[src/shared/iwdg_defines.vh]
// register indices, field layout, key codes and reset values of the watchdog
// assumes a single system clock; the low-speed oscillator arrives as a sampled input
//
// Overview of operation
// - writing the start key launches the count-down from all ones.
// - the watchdog reset output is raised three low-speed periods after the running count has expired at zero.
// - writing the refresh key reloads the counter from the reload register.
// - prescale and reload registers ignore writes until the unlock key has been written.
// - the refresh key also withdraws the unlocked state of the protected registers.
// - with the hardware-start option set the watchdog runs straight out of reset.
// - the prescaler divides the low-speed clock by 2 to the power of field plus 2, at most 256.
// - the timeout spans prescaler divisor times reload value plus one low-speed periods.
// - the reset comes three low-speed periods after that timeout, counted from refresh.
// - the reload register is the value loaded on each refresh and counted down from.
// - the counter advances only on edges of the low-speed oscillator.
// - the halt-run option decides whether the counter keeps running while halted.
`ifndef IWDG_DEFINES_VH
`define IWDG_DEFINES_VH

`define IWDG_IDX_KEY 2'h0
`define IWDG_IDX_PRESCALE 2'h1
`define IWDG_IDX_RELOAD 2'h2
`define IWDG_IDX_STATUS 2'h3

`define IWDG_KEY_START 8'hCC
`define IWDG_KEY_REFRESH 8'hAA
`define IWDG_KEY_UNLOCK 8'h55

`define IWDG_PRESCALE_RESET 3'h0
`define IWDG_RELOAD_RESET 8'hFF
`define IWDG_COUNT_START 8'hFF
`define IWDG_COUNT_END 8'h00

`define IWDG_STAT_RUNNING 8
`define IWDG_STAT_UNLOCKED 9
`define IWDG_STAT_RESET 10

`define IWDG_EXTRA_LSI_PERIODS 2'h3

`define IWDG_RESP_OKAY 2'h0
`define IWDG_RESP_SLVERR 2'h2

`endif

[src/design/iwdg_top.v]
// independent watchdog with an AXI4-Lite register slave
// assumes the low-speed oscillator is asynchronous to i_clk and much slower than it
//
// The AXI4-Lite interface to the registers was chosen for this implementation.
`timescale 1ns/1ps
`include "iwdg_defines.vh"

module iwdg_top #(
    parameter ADDR_W = 4
) (
    input wire i_clk,
    input wire i_arst_n,
    input wire i_low_speed_osc_clock,
    input wire i_hw_autostart_option,
    input wire i_halt_run_option,
    input wire i_halt_mode,
    output wire o_watchdog_reset_out,
    output wire o_halt_wakeup,
    input wire [ADDR_W-1:0] i_s_axi_awaddr,
    input wire i_s_axi_awvalid,
    output wire o_s_axi_awready,
    input wire [31:0] i_s_axi_wdata,
    input wire [3:0] i_s_axi_wstrb,
    input wire i_s_axi_wvalid,
    output wire o_s_axi_wready,
    output reg [1:0] o_s_axi_bresp,
    output reg o_s_axi_bvalid,
    input wire i_s_axi_bready,
    input wire [ADDR_W-1:0] i_s_axi_araddr,
    input wire i_s_axi_arvalid,
    output wire o_s_axi_arready,
    output reg [31:0] o_s_axi_rdata,
    output reg [1:0] o_s_axi_rresp,
    output reg o_s_axi_rvalid,
    input wire i_s_axi_rready
);

    // last value of the prescaler count for a given field; code 111 falls back to /256
    function [7:0] iwdg_presc_last;
        input [2:0] sel;
        begin
            case (sel)
                3'h0: iwdg_presc_last = 8'h03;
                3'h1: iwdg_presc_last = 8'h07;
                3'h2: iwdg_presc_last = 8'h0F;
                3'h3: iwdg_presc_last = 8'h1F;
                3'h4: iwdg_presc_last = 8'h3F;
                3'h5: iwdg_presc_last = 8'h7F;
                default: iwdg_presc_last = 8'hFF;
            endcase
        end
    endfunction

    // mapped only when the word offset's index is one of the four registers
    function iwdg_mapped;
        input [ADDR_W-1:0] addr;
        begin
            // with a four-bit address every offset is one of the four registers
            iwdg_mapped = ((addr >> 4) == {ADDR_W{1'b0}});
        end
    endfunction

    // strap slots in the option synchroniser and the edge on which autostart is judged
    localparam OPT_HW = 0;
    localparam OPT_RUN = 1;
    localparam N_OPT = 2;
    localparam [1:0] BOOT_CATCH = 2'h2;
    localparam [1:0] BOOT_LAST = 2'h3;

    reg [2:0] lsi_sync;
    reg [1:0] boot_cnt;
    reg running;
    reg unlocked;
    reg [2:0] prescale_field;
    reg [7:0] reload_field;
    reg [7:0] counter;
    reg [7:0] presc_cnt;
    reg expired;
    reg [1:0] tail_cnt;
    reg reset_out;
    reg wakeup;

    reg aw_held;
    reg [ADDR_W-1:0] aw_addr;
    reg w_held;
    reg [7:0] w_byte;
    reg w_lane0;

    wire lsi_edge;
    wire do_write;
    wire [1:0] w_idx;
    wire w_ok;
    wire key_wr;
    wire key_start;
    wire key_refresh;
    wire key_unlock;
    wire frozen;
    wire presc_tick;
    wire [N_OPT-1:0] opt_pins;
    wire [N_OPT-1:0] opt_sync;
    wire strap_catch;
    wire start_now;
    wire refresh_now;
    wire step_now;
    wire tail_done;
    wire [1:0] r_idx;
    reg [7:0] next_counter;
    reg [7:0] next_presc_cnt;
    reg [1:0] next_tail_cnt;
    reg [31:0] next_rdata;

    // lsi_sync[0] feeds only lsi_sync[1]; the edge is taken between the later stages
    always @(posedge i_clk or negedge i_arst_n) begin
        if (!i_arst_n) begin
            lsi_sync <= 3'h0;
        end else begin
            lsi_sync <= {lsi_sync[1:0], i_low_speed_osc_clock};
        end
    end
    assign lsi_edge = lsi_sync[1] & ~lsi_sync[2];

    assign opt_pins = {i_halt_run_option, i_hw_autostart_option};

    // the option straps are asynchronous to i_clk, so each passes two flops before use
    genvar g;
    generate
        for (g = 0; g < N_OPT; g = g + 1) begin : g_opt_sync
            reg meta;
            reg held;
            always @(posedge i_clk or negedge i_arst_n) begin
                if (!i_arst_n) begin
                    meta <= 1'b0;
                    held <= 1'b0;
                end else begin
                    meta <= opt_pins[g];
                    held <= meta;
                end
            end
            assign opt_sync[g] = held;
        end
    endgenerate

    assign o_s_axi_awready = !aw_held && !o_s_axi_bvalid;
    assign o_s_axi_wready = !w_held && !o_s_axi_bvalid;
    assign do_write = aw_held && w_held && !o_s_axi_bvalid;
    assign w_idx = aw_addr[3:2];
    assign w_ok = iwdg_mapped(aw_addr);

    assign key_wr = do_write && w_ok && w_lane0 && (w_idx == `IWDG_IDX_KEY);
    // any other key value falls through all three decodes
    assign key_start = key_wr && (w_byte == `IWDG_KEY_START);
    assign key_refresh = key_wr && (w_byte == `IWDG_KEY_REFRESH);
    assign key_unlock = key_wr && (w_byte == `IWDG_KEY_UNLOCK);

    always @(posedge i_clk or negedge i_arst_n) begin
        if (!i_arst_n) begin
            aw_held <= 1'b0;
            aw_addr <= {ADDR_W{1'b0}};
            w_held <= 1'b0;
            w_byte <= 8'h00;
            w_lane0 <= 1'b0;
            o_s_axi_bvalid <= 1'b0;
            o_s_axi_bresp <= `IWDG_RESP_OKAY;
        end else begin
            if (i_s_axi_awvalid && o_s_axi_awready) begin
                aw_held <= 1'b1;
                aw_addr <= i_s_axi_awaddr;
            end
            if (i_s_axi_wvalid && o_s_axi_wready) begin
                w_held <= 1'b1;
                w_byte <= i_s_axi_wdata[7:0];
                w_lane0 <= i_s_axi_wstrb[0];
            end
            if (do_write) begin
                aw_held <= 1'b0;
                w_held <= 1'b0;
                o_s_axi_bvalid <= 1'b1;
                o_s_axi_bresp <= w_ok ? `IWDG_RESP_OKAY : `IWDG_RESP_SLVERR;
            end else if (o_s_axi_bvalid && i_s_axi_bready) begin
                o_s_axi_bvalid <= 1'b0;
            end
        end
    end

    // protected registers and the unlock state
    always @(posedge i_clk or negedge i_arst_n) begin
        if (!i_arst_n) begin
            unlocked <= 1'b0;
            prescale_field <= `IWDG_PRESCALE_RESET;
            reload_field <= `IWDG_RELOAD_RESET;
        end else begin
            if (key_refresh) begin
                unlocked <= 1'b0;
            end else if (key_unlock) begin
                unlocked <= 1'b1;
            end
            if (do_write && w_ok && w_lane0 && unlocked) begin
                if (w_idx == `IWDG_IDX_PRESCALE) begin
                    prescale_field <= w_byte[2:0];
                end
                if (w_idx == `IWDG_IDX_RELOAD) begin
                    reload_field <= w_byte;
                end
            end
        end
    end

    // halt without the run option freezes the prescaler and the count
    // a refresh is still honoured while frozen, so software can re-arm before leaving halt
    assign frozen = i_halt_mode && !opt_sync[OPT_RUN];
    assign start_now = key_start && !running;
    // refresh and an oscillator edge in one cycle: the refresh wins and the edge is dropped
    assign refresh_now = key_refresh && running && !reset_out;
    assign step_now = running && !reset_out && !refresh_now && !frozen && lsi_edge;
    assign presc_tick = step_now && !expired
        && (presc_cnt == iwdg_presc_last(prescale_field));
    // three more low-speed periods after the counted timeout
    assign tail_done = step_now && expired
        && (tail_cnt == `IWDG_EXTRA_LSI_PERIODS - 2'h1);

    // the strap chain needs two edges to fill, so autostart is judged on the third edge
    always @(posedge i_clk or negedge i_arst_n) begin
        if (!i_arst_n) begin
            boot_cnt <= 2'h0;
        end else if (boot_cnt != BOOT_LAST) begin
            boot_cnt <= boot_cnt + 2'h1;
        end
    end
    assign strap_catch = (boot_cnt == BOOT_CATCH) && opt_sync[OPT_HW];

    // once started only i_arst_n clears running; a second start key is ignored
    always @(posedge i_clk or negedge i_arst_n) begin
        if (!i_arst_n) begin
            running <= 1'b0;
        end else if (strap_catch || start_now) begin
            running <= 1'b1;
        end
    end

    always @* begin
        next_presc_cnt = presc_cnt;
        if (start_now || refresh_now || presc_tick) begin
            // restarting the prescaler makes the timeout exact from the refresh
            next_presc_cnt = 8'h00;
        end else if (step_now && !expired) begin
            next_presc_cnt = presc_cnt + 8'h01;
        end
    end

    // the count stops at zero; expiry is then a separate flag
    always @* begin
        next_counter = counter;
        if (start_now) begin
            next_counter = `IWDG_COUNT_START;
        end else if (refresh_now) begin
            next_counter = reload_field;
        end else if (presc_tick && (counter != `IWDG_COUNT_END)) begin
            next_counter = counter - 8'h01;
        end
    end

    // the tail counts raw low-speed edges, not prescaled ticks
    always @* begin
        next_tail_cnt = tail_cnt;
        if (refresh_now) begin
            next_tail_cnt = 2'h0;
        end else if (step_now && expired) begin
            next_tail_cnt = tail_cnt + 2'h1;
        end
    end

    always @(posedge i_clk or negedge i_arst_n) begin
        if (!i_arst_n) begin
            presc_cnt <= 8'h00;
            counter <= `IWDG_COUNT_START;
            tail_cnt <= 2'h0;
        end else begin
            presc_cnt <= next_presc_cnt;
            counter <= next_counter;
            tail_cnt <= next_tail_cnt;
        end
    end

    // expired is taken back by a refresh or i_arst_n, the reset only by i_arst_n; the wakeup is a one-cycle pulse
    always @(posedge i_clk or negedge i_arst_n) begin
        if (!i_arst_n) begin
            expired <= 1'b0;
            reset_out <= 1'b0;
            wakeup <= 1'b0;
        end else begin
            if (refresh_now) begin
                expired <= 1'b0;
            end else if (presc_tick && (counter == `IWDG_COUNT_END)) begin
                expired <= 1'b1;
            end
            if (tail_done) begin
                reset_out <= 1'b1;
            end
            wakeup <= tail_done && i_halt_mode;
        end
    end

    // the reset stays high until the system reset comes back around
    assign o_watchdog_reset_out = reset_out;
    assign o_halt_wakeup = wakeup;

    // one read at a time; the address is decoded in the cycle it is taken
    assign o_s_axi_arready = !o_s_axi_rvalid;
    assign r_idx = i_s_axi_araddr[3:2];

    always @* begin
        next_rdata = 32'h00000000;
        case (r_idx)
            `IWDG_IDX_PRESCALE: next_rdata[2:0] = prescale_field;
            `IWDG_IDX_RELOAD: next_rdata[7:0] = reload_field;
            `IWDG_IDX_STATUS: begin
                next_rdata[7:0] = counter;
                next_rdata[`IWDG_STAT_RUNNING] = running;
                next_rdata[`IWDG_STAT_UNLOCKED] = unlocked;
                next_rdata[`IWDG_STAT_RESET] = reset_out;
            end
            default: next_rdata = 32'h00000000;
        endcase
    end

    always @(posedge i_clk or negedge i_arst_n) begin
        if (!i_arst_n) begin
            o_s_axi_rvalid <= 1'b0;
            o_s_axi_rdata <= 32'h00000000;
            o_s_axi_rresp <= `IWDG_RESP_OKAY;
        end else begin
            if (i_s_axi_arvalid && o_s_axi_arready) begin
                o_s_axi_rvalid <= 1'b1;
                if (iwdg_mapped(i_s_axi_araddr)) begin
                    o_s_axi_rdata <= next_rdata;
                    o_s_axi_rresp <= `IWDG_RESP_OKAY;
                end else begin
                    o_s_axi_rdata <= 32'h00000000;
                    o_s_axi_rresp <= `IWDG_RESP_SLVERR;
                end
            end else if (o_s_axi_rvalid && i_s_axi_rready) begin
                o_s_axi_rvalid <= 1'b0;
            end
        end
    end

endmodule // iwdg_top

[config.mk]
export PLATFORM = sky130hd
export DESIGN_NAME = iwdg_top
export DESIGN_NICKNAME = d
export VERILOG_FILES = /design/src/design/iwdg_top.v
export VERILOG_INCLUDE_DIRS = /design/src /design/src/shared
export SDC_FILE = /design/constraint.sdc
export NUM_CORES = 1
export LEC_CHECK = 0
export ABC_CLOCK_PERIOD_IN_PS = 2500
export BUFFER_PORTS_ARGS = -buffer_cell sky130_fd_sc_hd__buf_2
export CAP_MARGIN = 30
export CORE_ASPECT_RATIO = 1.1
export CORE_UTILIZATION = 32
export DETAILED_ROUTE_END_ITERATION = 16
export SETUP_SLACK_MARGIN = 0.3
export SYNTH_ARGS = -nofsm -noshare
export SYNTH_HDL_FRONTEND = slang
export SYNTH_SLANG_ARGS = --single-unit
[constraint.sdc]
create_clock -name i_clk -period 2.5 [get_ports i_clk]
set_input_delay 0.375 -clock i_clk [delete_from_list [all_inputs] [get_ports i_clk]]
set_output_delay 0.375 -clock i_clk [all_outputs]
set_load 0.1 [all_outputs]
==> flow_metrics.py, run 1 <==
metrics = {
    "clocking": {
        "cts-root-buf": "clkbuf_16",
        "numCtsBuffers": 9,
        "h-tree-depth": 3,
        "cts.clk_slew.worst_paths_ns": 0.06,
        "cts_tree": "built",
        "cts.sinks": 69,
        "max-clock-path-buffers": 2,
        "hold_buffers": 0,
        "insertion_delay_ns": 0.33,
    },
    "route": {
        "via_per_inst": 4.78,
        "wl_per_cell_um": 14.0,
        "dr_total_vias": 2528,
        "ant_nets": 0,
        "drt_wl_total_um": 7420,
        "drtPass1Iterations": 5,
        "post-route-drc-count": 0,
        "drtIter0Drc": 100,
    },
    "sta": {
        "timing.fmax_mhz": 432,
        "tns_ns": 0,
        "slew_headroom": 0.394,
        "finalCriticalPeriod_ns": 2.32,
        "setup_viol": 0,
        "worst_pin_slew_ns": 0.910,
        "final_max_slew_viol_count": 0,
        "skew_ns": 0.00746,
        "period_share": 0.927,
        "hold_viol_final": 0,
        "grt_setup_unrepaired": "true",
    },
    "pwr": {
        "p_sw_frac": 0.389,
        "p_seq_frac": 0.399,
        "p_int_w": 0.00239,
        "comb_power_share": 0.301,
        "leakage_nw": 1.91,
        "powerDensity_nw_per_um2": 911,
        "clkPwrFrac": 0.300,
        "p_sw_w": 0.00152,
        "ir_drop_v": 0.000813,
    },
    "synthesis": {
        "yosys.area_share.simple": 0.169,
        "ys_top_cells_by_area": "dfrtp_1, dfstp_2, mux2_2",
        "synth_warnings": 0,
        "synth_edf_count": 0,
        "netlist_area_um2": 3520,
        "avgSynthCellArea_um2": 11.0,
        "synth-xor-area-share": 0.0224,
        "yosys.cell_types.count": 56,
        "synthAdderAreaFrac": 0.0213,
        "ys_ff_latch": 69,
        "netlist_instances": 321,
        "synth_top_family_by_area": "simple AND/OR/NAND/NOR gates",
        "yosysTopAreaCellShare": 0.377,
        "async_flop_share": 1.00,
        "synth_seq_area_share": 0.496,
        "muxShareOfSynthArea": 0.113,
        "ys.flop_type": "dfrtp_1",
        "synth_compound_area_frac": 0.108,
        "yosys.area.top_type": "dfrtp_1",
    },
    "global_route": {
        "grt_start_max_net_pins": 70,
        "track_usage": 0.140,
        "grt_antenna_before_repair": 0,
        "grt_pass1_vias": 2486,
        "grt_pass1_wl_um": 12300,
        "grt-ovfl-total": 0,
    },
    "placed_design": {
        "hpwl_um": 5320,
        "post_dp_cell_area_um2": 3940,
        "placed_cells": 510,
        "gp_congestion": 0.792,
        "portBuffers": 41,
    },
    "floorplan": {
        "die_h_um": 112,
        "start_util": 0.334,
        "core_um2": 10500,
        "pin_count": 98,
        "die_area_um2": 11400,
        "die_x_um": 102,
        "rows": 39,
    },
    "finish": {
        "drive_gt1_frac": 0.370,
        "num_antenna_cells": 0,
        "area_delta_synth_final_pct": 22.0,
        "design_area_um2": 4300,
        "layout.cells.non_filler": 529,
        "utilization": 0.408,
        "nets": 442,
    },
    "critical_path": {
        "crit_type": "reg2reg",
        "worstPathRequired_ns": 2.78,
        "end_kind": "flop",
        "reg2reg_from": "prescale_field[2]",
        "rr_endpoint": "counter[6]",
        "cp.arrival_ns": 2.59,
        "ff2ff_path_depth": 6,
        "r2r_slack_ns": 0.18,
        "crit_fanout": 5,
        "critPathLaunchType": "flop",
    },
    "run_status": {
        "status": "finished clean",
    },
    "flow_run": {
        "drv_cap": 0,
    },
    "min_path": {
        "hold_class": "in2async",
    },
}
## metal layers
layer,wire length (µm),share of wire,up-vias,global-route usage
li1,-,-,1224,-
met1,3460,0.47,1216,0.185
met2,3440,0.46,73,0.215
met3,347,0.047,15,0.0364
met4,178,0.024,0,0.0619
met5,0,0,-,0
## critical path, cell delays in order (launching register included)
cell and delay [ns]:
dfrtp_1 0.37, and3b_1 0.21, or3_1 0.32, a221o_2 0.47, nor4_4 0.44, mux2_4 0.35
nor2_4 0.10
## cells in the final DEF (no fill, tap or decap), types with 10 or more instances in the layout
cell type	Yosys	layout
dfrtp_1	53	50
a21oi_1	11	10
nand3_1	10	10
buf_4	25	14
conb_1	1	25
dfstp_2	16	16
nor2_1	32	27
mux2_2	28	25
buf_2	1	41
nand2_1	21	20
o21ai_0	18	18
## Yosys cell counts, drive strengths merged, types with 2 or more instances
master / number
dfstp: 16
ha: 6
dfrtp: 53
o211ai: 2
o32ai: 4
a22o: 4
nor2b: 5
a22oi: 4
nor4: 5
clkbuf: 5
nand4bb: 2
nand2b: 3
nor2: 32
xnor2: 8
a21oi: 11
and3: 3
mux2: 29
nand4b: 3
nor3: 4
buf: 26
inv: 8
nand3: 10
nor3b: 2
o21ai: 18
and2: 2
or3: 2
a31oi: 3
nand4: 3
mux2i: 7
nand2: 21
## power groups by stage
| stage | combinational, W | sequential, W | clock (W) |
|---|---|---|---|
| floorplan | 0.000830 | 0.00168 | 0 |
| global placement | 0.00112 | 0.00156 | 0 |
| detailed placement | 0.00115 | 0.00158 | 0 |
| CTS | 0.00116 | 0.00157 | 0.00121 |
| global route | 0.00126 | 0.00160 | 0.00125 |
| finish | 0.00118 | 0.00156 | 0.00117 |
## final cells by class
type / instances / area (µm²)
clock buffers: 11 / 243
clock inverters: 5 / 36.3
fillers: 1039 / 6240
inverters: 8 / 33.8
multi-input cells: 237 / 1720
flip-flops and latches: 69 / 1760
well taps: 143 / 179
repair buffers: 56 / 330
## state kept, by name (all words and copies together) (netlist names), 2 cells and up
name and cells:
prescale_field 3, g_opt_sync.meta 2, tail_cnt 2, boot_cnt 2, w_byte 8, counter 8
aw_addr 2, lsi_sync 3, o_s_axi_rdata 11, g_opt_sync.held 2, reload_field 8, presc_cnt 8
## cells by family (layout without fill, tap and decap cells)
kind of cell	count (synthesis)	in the layout
fa+ha+maj	6	6
mux	36	36
xor+xnor	9	9
buf+inv	39	80
compound gates	55	55
other cells	1	25
flops	69	69
simple gates	106	106
## through the flow
stage / hold WS (ns) / total power [W] / setup slack [ns]
finish: 0.0507 / 0.00391 / 0.183
global route: 0.0844 / 0.00411 / 0.134
CTS: 0.0664 / 0.00394 / 0.268
detailed placement: 0.335 / 0.00273 / 0.163
global placement: 0.333 / 0.00268 / 0.231
floorplan: 0.0794 / 0.00251 / 0.282
## how the worst max path moves through the flow
stage	from	end	slack (ns)	cells after the start
after global placement	prescale_field[2]	counter[6]	0.23	6
final	prescale_field[2]	counter[6]	0.18	6
after detailed placement	prescale_field[2]	counter[4]	0.16	6
after global routing	prescale_field[2]	counter[6]	0.13	6
after floorplan	o_s_axi_bvalid	presc_cnt[7]	0.28	7
after CTS	prescale_field[2]	expired	0.27	6
## what timing repair did
action,CTS,global route
pin swaps,3,5
gates resized for setup,4,9
setup endpoints to repair,6,14
setup buffers,1,2
(Power assumes the default switching activity.)
==> run 2: changes to the inputs <==
--- a/config.mk
+++ b/config.mk
@@ -11,8 +11,10 @@
 export CAP_MARGIN = 30
 export CORE_ASPECT_RATIO = 1.1
 export CORE_UTILIZATION = 32
+export CTS_BUF_LIST = sky130_fd_sc_hd__clkbuf_8
 export DETAILED_ROUTE_END_ITERATION = 16
 export SETUP_SLACK_MARGIN = 0.3
+export SKIP_LAST_GASP = 1
 export SYNTH_ARGS = -nofsm -noshare
 export SYNTH_HDL_FRONTEND = slang
 export SYNTH_SLANG_ARGS = --single-unit
==> flow_metrics.py, run 2 (synthesized netlist as in run 1, its figures left out) <==
metrics = {
    "run_status": {
        "status": "finished clean",
    },
    "sta": {
        "skew_ns": 0.0114,
        "timing.fmax_mhz": 433,
        "final_max_slew_viol_count": 0,
        "hold_viol_final": 0,
        "worst_pin_slew_ns": 0.889,
        "finalCriticalPeriod_ns": 2.31,
        "timing.final.ws_setup_ns": 0.190,
        "setup_viol": 0,
        "grt_setup_unrepaired": "true",
        "slew_headroom": 0.407,
        "tns_ns": 0,
        "period_share": 0.924,
    },
    "clocking": {
        "cts.clk_slew.worst_paths_ns": 0.08,
        "numCtsBuffers": 9,
        "cts_tree": "built",
        "cts.sinks": 69,
        "cts-root-buf": "clkbuf_8",
        "h-tree-depth": 3,
        "max-clock-path-buffers": 2,
        "insertion_delay_ns": 0.35,
    },
    "critical_path": {
        "end_kind": "flop",
        "reg2reg_from": "prescale_field[2]",
        "crit_fanout": 5,
        "r2r_slack_ns": 0.19,
        "cp.arrival_ns": 2.59,
        "critPathLaunchType": "flop",
        "ff2ff_path_depth": 6,
        "worstPathRequired_ns": 2.78,
        "crit_type": "reg2reg",
        "rr_endpoint": "counter[4]",
    },
    "finish": {
        "design_area_um2": 4200,
        "nets": 441,
        "top_register": "o_s_axi_rdata",
        "area_delta_synth_final_pct": 19.3,
        "layout_common_cells": "dfrtp_1, buf_2, nor2_1, mux2_2, conb_1",
        "drive_gt1_frac": 0.377,
        "largest_reg_flops": 11,
        "final_common_cell": "dfrtp_1",
        "num_antenna_cells": 0,
    },
    "floorplan": {
        "die_h_um": 112,
        "rows": 39,
        "core_um2": 10500,
        "die_area_um2": 11400,
        "pin_count": 98,
        "die_x_um": 102,
        "start_util": 0.334,
    },
    "global_route": {
        "track_usage": 0.138,
        "grt_antenna_before_repair": 0,
        "grt_pass1_wl_um": 12300,
        "grt_pass1_vias": 2475,
        "grt_start_max_net_pins": 70,
        "grt-ovfl-total": 0,
    },
    "placed_design": {
        "portBuffers": 41,
        "gp_congestion": 0.792,
        "hpwl_um": 5320,
        "post_dp_cell_area_um2": 3940,
        "dpl_worst_slack_ns": 0.163,
    },
    "flow_run": {
        "drv_cap": 0,
    },
    "route": {
        "ant_nets": 0,
        "drtPass1Iterations": 4,
        "wl_per_cell_um": 13.8,
        "via_per_inst": 4.76,
        "dr_total_vias": 2514,
        "drt_wl_total_um": 7270,
        "drtIter0Drc": 96,
        "post-route-drc-count": 0,
    },
    "pwr": {
        "p_sw_w": 0.00148,
        "p_sw_frac": 0.416,
        "p_seq_frac": 0.440,
        "leakage_nw": 1.86,
        "comb_power_share": 0.331,
        "ir_drop_v": 0.000686,
        "clkPwrFrac": 0.229,
        "powerDensity_nw_per_um2": 848,
        "p_int_w": 0.00208,
    },
    "min_path": {
        "hold_class": "in2async",
    },
}
==> run 2: cell types whose count changed in the layout (fill, tap and decap cells not counted), sizes merged <==
cell,previous run,this run
clkbuf,11,10
buf,56,55
inv,7,8
==> run 2: power groups by stage <==
stage	combinational, W	clock (W)	sequential, W
after CTS	0.00116	0.000839	0.00156
after global placement	0.00112	0	0.00156
after detailed placement	0.00115	0	0.00158
after global routing	0.00127	0.000887	0.00160
after floorplan	0.000830	0	0.00168
final	0.00118	0.000815	0.00157
==> run 2: how the worst max path moves through the flow <==
stage	start	end	slack, ns	depth (start not counted)
6_report	prescale_field[2]	counter[4]	0.19	6
4_1_cts	prescale_field[2]	expired	0.26	6
3_3_place_gp	prescale_field[2]	counter[6]	0.23	6
5_1_grt	prescale_field[2]	counter[6]	0.13	6
2_1_floorplan	o_s_axi_bvalid	presc_cnt[7]	0.28	7
3_5_place_dp	prescale_field[2]	counter[4]	0.16	6
==> run 2: layout make-up <==
type                            count  area, µm²
Tap cell                          143        179
Sequential cell                    69       1760
Fill cell                        1048       6340
Clock buffer                       10        138
Timing Repair Buffer               55        323
Clock inverter                      6       40.0
Multi-Input combinational cell    237       1730
Inverter                            8       33.8
==> run 2: worst max-delay path, stage by stage (launching register included) <==
cell     delay (ns)
dfrtp_1        0.38
and3b_1        0.20
or3_1          0.32
a221o_2        0.47
nor4_4         0.43
mux2_4         0.34
nor2_2         0.10
==> run 2: per-layer routing <==
layer,track usage,routed length [µm],share of wire
met1,0.187,3410,0.47
met2,0.215,3390,0.47
met3,0.0289,324,0.045
met4,0.0552,146,0.020
met5,0,0,0
==> run 2: what timing repair did <==
item                                    in CTS  in global routing
endpoints found under the setup margin       7                 14
hold buffers                                 0                  0
pin swaps                                    3                  5
resized for setup                            6                 10
buffers inserted                             1                  1
==> run 2: stage by stage <==
stage / cells / utilization / power, W / hold slack (ns)
6_report: 528 / 0.398 / 0.00356 / 0.0287
5_1_grt: 528 / 0.398 / 0.00376 / 0.0618
4_1_cts: 527 / 0.394 / 0.00357 / 0.0456
3_5_place_dp: 510 / 0.374 / 0.00273 / 0.335
3_3_place_gp: 510 / 0.374 / 0.00268 / 0.333
2_1_floorplan: 345 / - / 0.00251 / 0.0794
==> run 3: changes to the inputs <==
--- a/config.mk
+++ b/config.mk
@@ -10,9 +10,10 @@
 export BUFFER_PORTS_ARGS = -buffer_cell sky130_fd_sc_hd__buf_2
 export CAP_MARGIN = 30
 export CORE_ASPECT_RATIO = 1.1
-export CORE_UTILIZATION = 32
+export CORE_UTILIZATION = 49
 export CTS_BUF_LIST = sky130_fd_sc_hd__clkbuf_8
 export DETAILED_ROUTE_END_ITERATION = 16
+export PLACE_DENSITY = 0.76
 export SETUP_SLACK_MARGIN = 0.3
 export SKIP_LAST_GASP = 1
 export SYNTH_ARGS = -nofsm -noshare
==> flow_metrics.py, run 3 (synthesized netlist as in run 1, its figures left out) <==
metrics = {
    "placed_design": {
        "hpwl_um": 4930,
        "portBuffers": 41,
        "gp_congestion": 0.857,
        "placed_cells": 452,
    },
    "pwr": {
        "comb_power_share": 0.303,
        "clkPwrFrac": 0.293,
        "p_seq_frac": 0.404,
        "p_sw_w": 0.00145,
        "leakage_nw": 1.90,
        "p_int_w": 0.00241,
        "p_sw_frac": 0.376,
        "powerDensity_nw_per_um2": 914,
        "ir_drop_v": 0.000902,
    },
    "sta": {
        "setup_viol": 0,
        "worst_pin_slew_ns": 0.798,
        "period_share": 0.891,
        "timing.fmax_mhz": 449,
        "finalCriticalPeriod_ns": 2.23,
        "slew_headroom": 0.468,
        "tns_ns": 0,
        "grt_setup_unrepaired": "true",
        "final_max_slew_viol_count": 0,
        "skew_ns": 0.00666,
        "hold_viol_final": 0,
    },
    "finish": {
        "largest_reg_flops": 11,
        "layout_common_cells": "dfrtp_1, buf_2, nor2_1, mux2_2, conb_1",
        "drive_gt1_frac": 0.370,
        "area_delta_synth_final_pct": 20.2,
        "utilization": 0.607,
        "final_common_cell": "dfrtp_1",
        "n_fill_cell": 567,
        "layout.cells.non_filler": 472,
        "top_register": "o_s_axi_rdata",
        "nets": 443,
        "num_antenna_cells": 0,
    },
    "floorplan": {
        "start_util": 0.505,
        "core_um2": 6970,
        "die_h_um": 90.9,
        "die_area_um2": 7530,
        "die_x_um": 82.8,
        "rows": 32,
        "pin_count": 98,
    },
    "critical_path": {
        "critPathTopFamily": "simple AND/OR/NAND/NOR gates",
        "worstPathRequired_ns": 2.77,
        "crit_type": "reg2reg",
        "crit_fanout": 5,
        "cp_slowest_cell": "a221o_2",
        "max_stage_delay_ns": 0.44,
        "crit_buf_inv": 0,
        "crit_chain": "and3b_1, or3_1, a221o_2, nor4_4, mux2_4, a21oi_1",
        "end_kind": "flop",
        "cp.arrival_ns": 2.50,
        "critPathLaunchType": "flop",
    },
    "global_route": {
        "grt_pass1_vias": 2364,
        "grt_pass1_wl_um": 11300,
        "grt-ovfl-total": 0,
        "grt_start_max_net_pins": 70,
        "track_usage": 0.192,
        "grt_antenna_before_repair": 0,
    },
    "min_path": {
        "hold_class": "in2async",
    },
    "route": {
        "post-route-drc-count": 0,
        "wl_per_cell_um": 14.8,
        "ant_nets": 0,
        "dr_total_vias": 2542,
        "drtPass1Iterations": 4,
        "via_per_inst": 5.39,
        "drt_wl_total_um": 6990,
        "drtIter0Drc": 150,
    },
    "clocking": {
        "cts_tree": "built",
        "h-tree-depth": 3,
        "cts.clk_slew.worst_paths_ns": 0.07,
        "insertion_delay_ns": 0.34,
        "cts-root-buf": "clkbuf_8",
        "cts.sinks": 69,
        "max-clock-path-buffers": 2,
        "hold_buffers": 0,
        "numCtsBuffers": 9,
    },
    "run_status": {
        "status": "finished clean",
    },
    "flow_run": {
        "drv_cap": 0,
    },
}
==> run 3: changes by cell type in the layout (fill, tap and decap cells not counted), moves of 2 or more <==
cell	delta
buf_6	+2
bufinv_16	+3
clkinvlp_4	-2
mux2_2	+2
mux2_4	-2
nor2_1	+5
nor2_2	-4
==> run 3: cell type report <==
| cell class | count | area (µm²) | share of cell area |
|---|---|---|---|
| timing repair buffer | 57 | 345 | 0.0816 |
| multi-input combinational | 237 | 1730 | 0.409 |
| clock inverter | 5 | 106 | 0.0251 |
| sequential | 69 | 1760 | 0.415 |
| clock buffer | 11 | 151 | 0.0358 |
| inverter | 8 | 33.8 | 0.00799 |
| tap | 85 | 106 | 0.0251 |
==> run 3: worst register-to-register path, delay by kind of cell, from the launching register on <==
kind	cells	cell delay [ns]
muxes	1	0.33
and+or+nand+nor	3	0.86
AOI/OAI and AO/OA	2	0.59
DFF	1	0.39
==> run 3: final timing paths <==
check | from | endpoint | slack [ns] | cells after the start
max | prescale_field[0] | counter[1] | 0.27 | 6
min | i_arst_n | o_s_axi_rdata[7] | 0.05 | 2
max reg2reg | prescale_field[0] | counter[1] | 0.27 | 6
min reg2reg | g_opt_sync[0].meta | g_opt_sync[0].held | 0.35 | 0
max in group asynchronous | i_arst_n | reload_field[1] | 2.13 | 2
min in group i_clk | i_hw_autostart_option | g_opt_sync[0].meta | 0.14 | 1
==> run 3: what timing repair did <==
| action | in CTS | in global routing |
|---|---|---|
| endpoints found under the hold margin | 0 | 0 |
| setup endpoints to repair | 6 | 8 |
| setup buffers | 0 | 4 |
| resized for setup | 5 | 9 |
| pin swaps | 3 | 5 |
| cloned | 0 | 0 |
==> run 3: power by group through the flow <==
stage / Sequential, W / Combinational (W) / Clock, W
2_1_floorplan: 0.00168 / 0.000830 / 0
3_3_place_gp: 0.00156 / 0.00111 / 0
3_5_place_dp: 0.00157 / 0.00114 / 0
4_1_cts: 0.00156 / 0.00115 / 0.00116
5_1_grt: 0.00159 / 0.00124 / 0.00120
6_report: 0.00156 / 0.00117 / 0.00113
==> run 3: per-stage QoR <==
step	cell area, µm²	total power, W	hold WS, ns	setup slack (ns)
after floorplan	3670	0.00251	0.0794	0.282
after global placement	3870	0.00267	0.335	0.241
after detailed placement	3870	0.00271	0.336	0.206
after CTS	4150	0.00386	0.0533	0.288
after global routing	4230	0.00403	0.0612	0.181
final	4230	0.00387	0.0488	0.271
==> run 3: layer usage <==
metal / track usage / share of wire
met1: 0.251 / 0.44
met4: 0.0862 / 0.015
met2: 0.309 / 0.50
met5: 0 / 0
met3: 0.0375 / 0.045
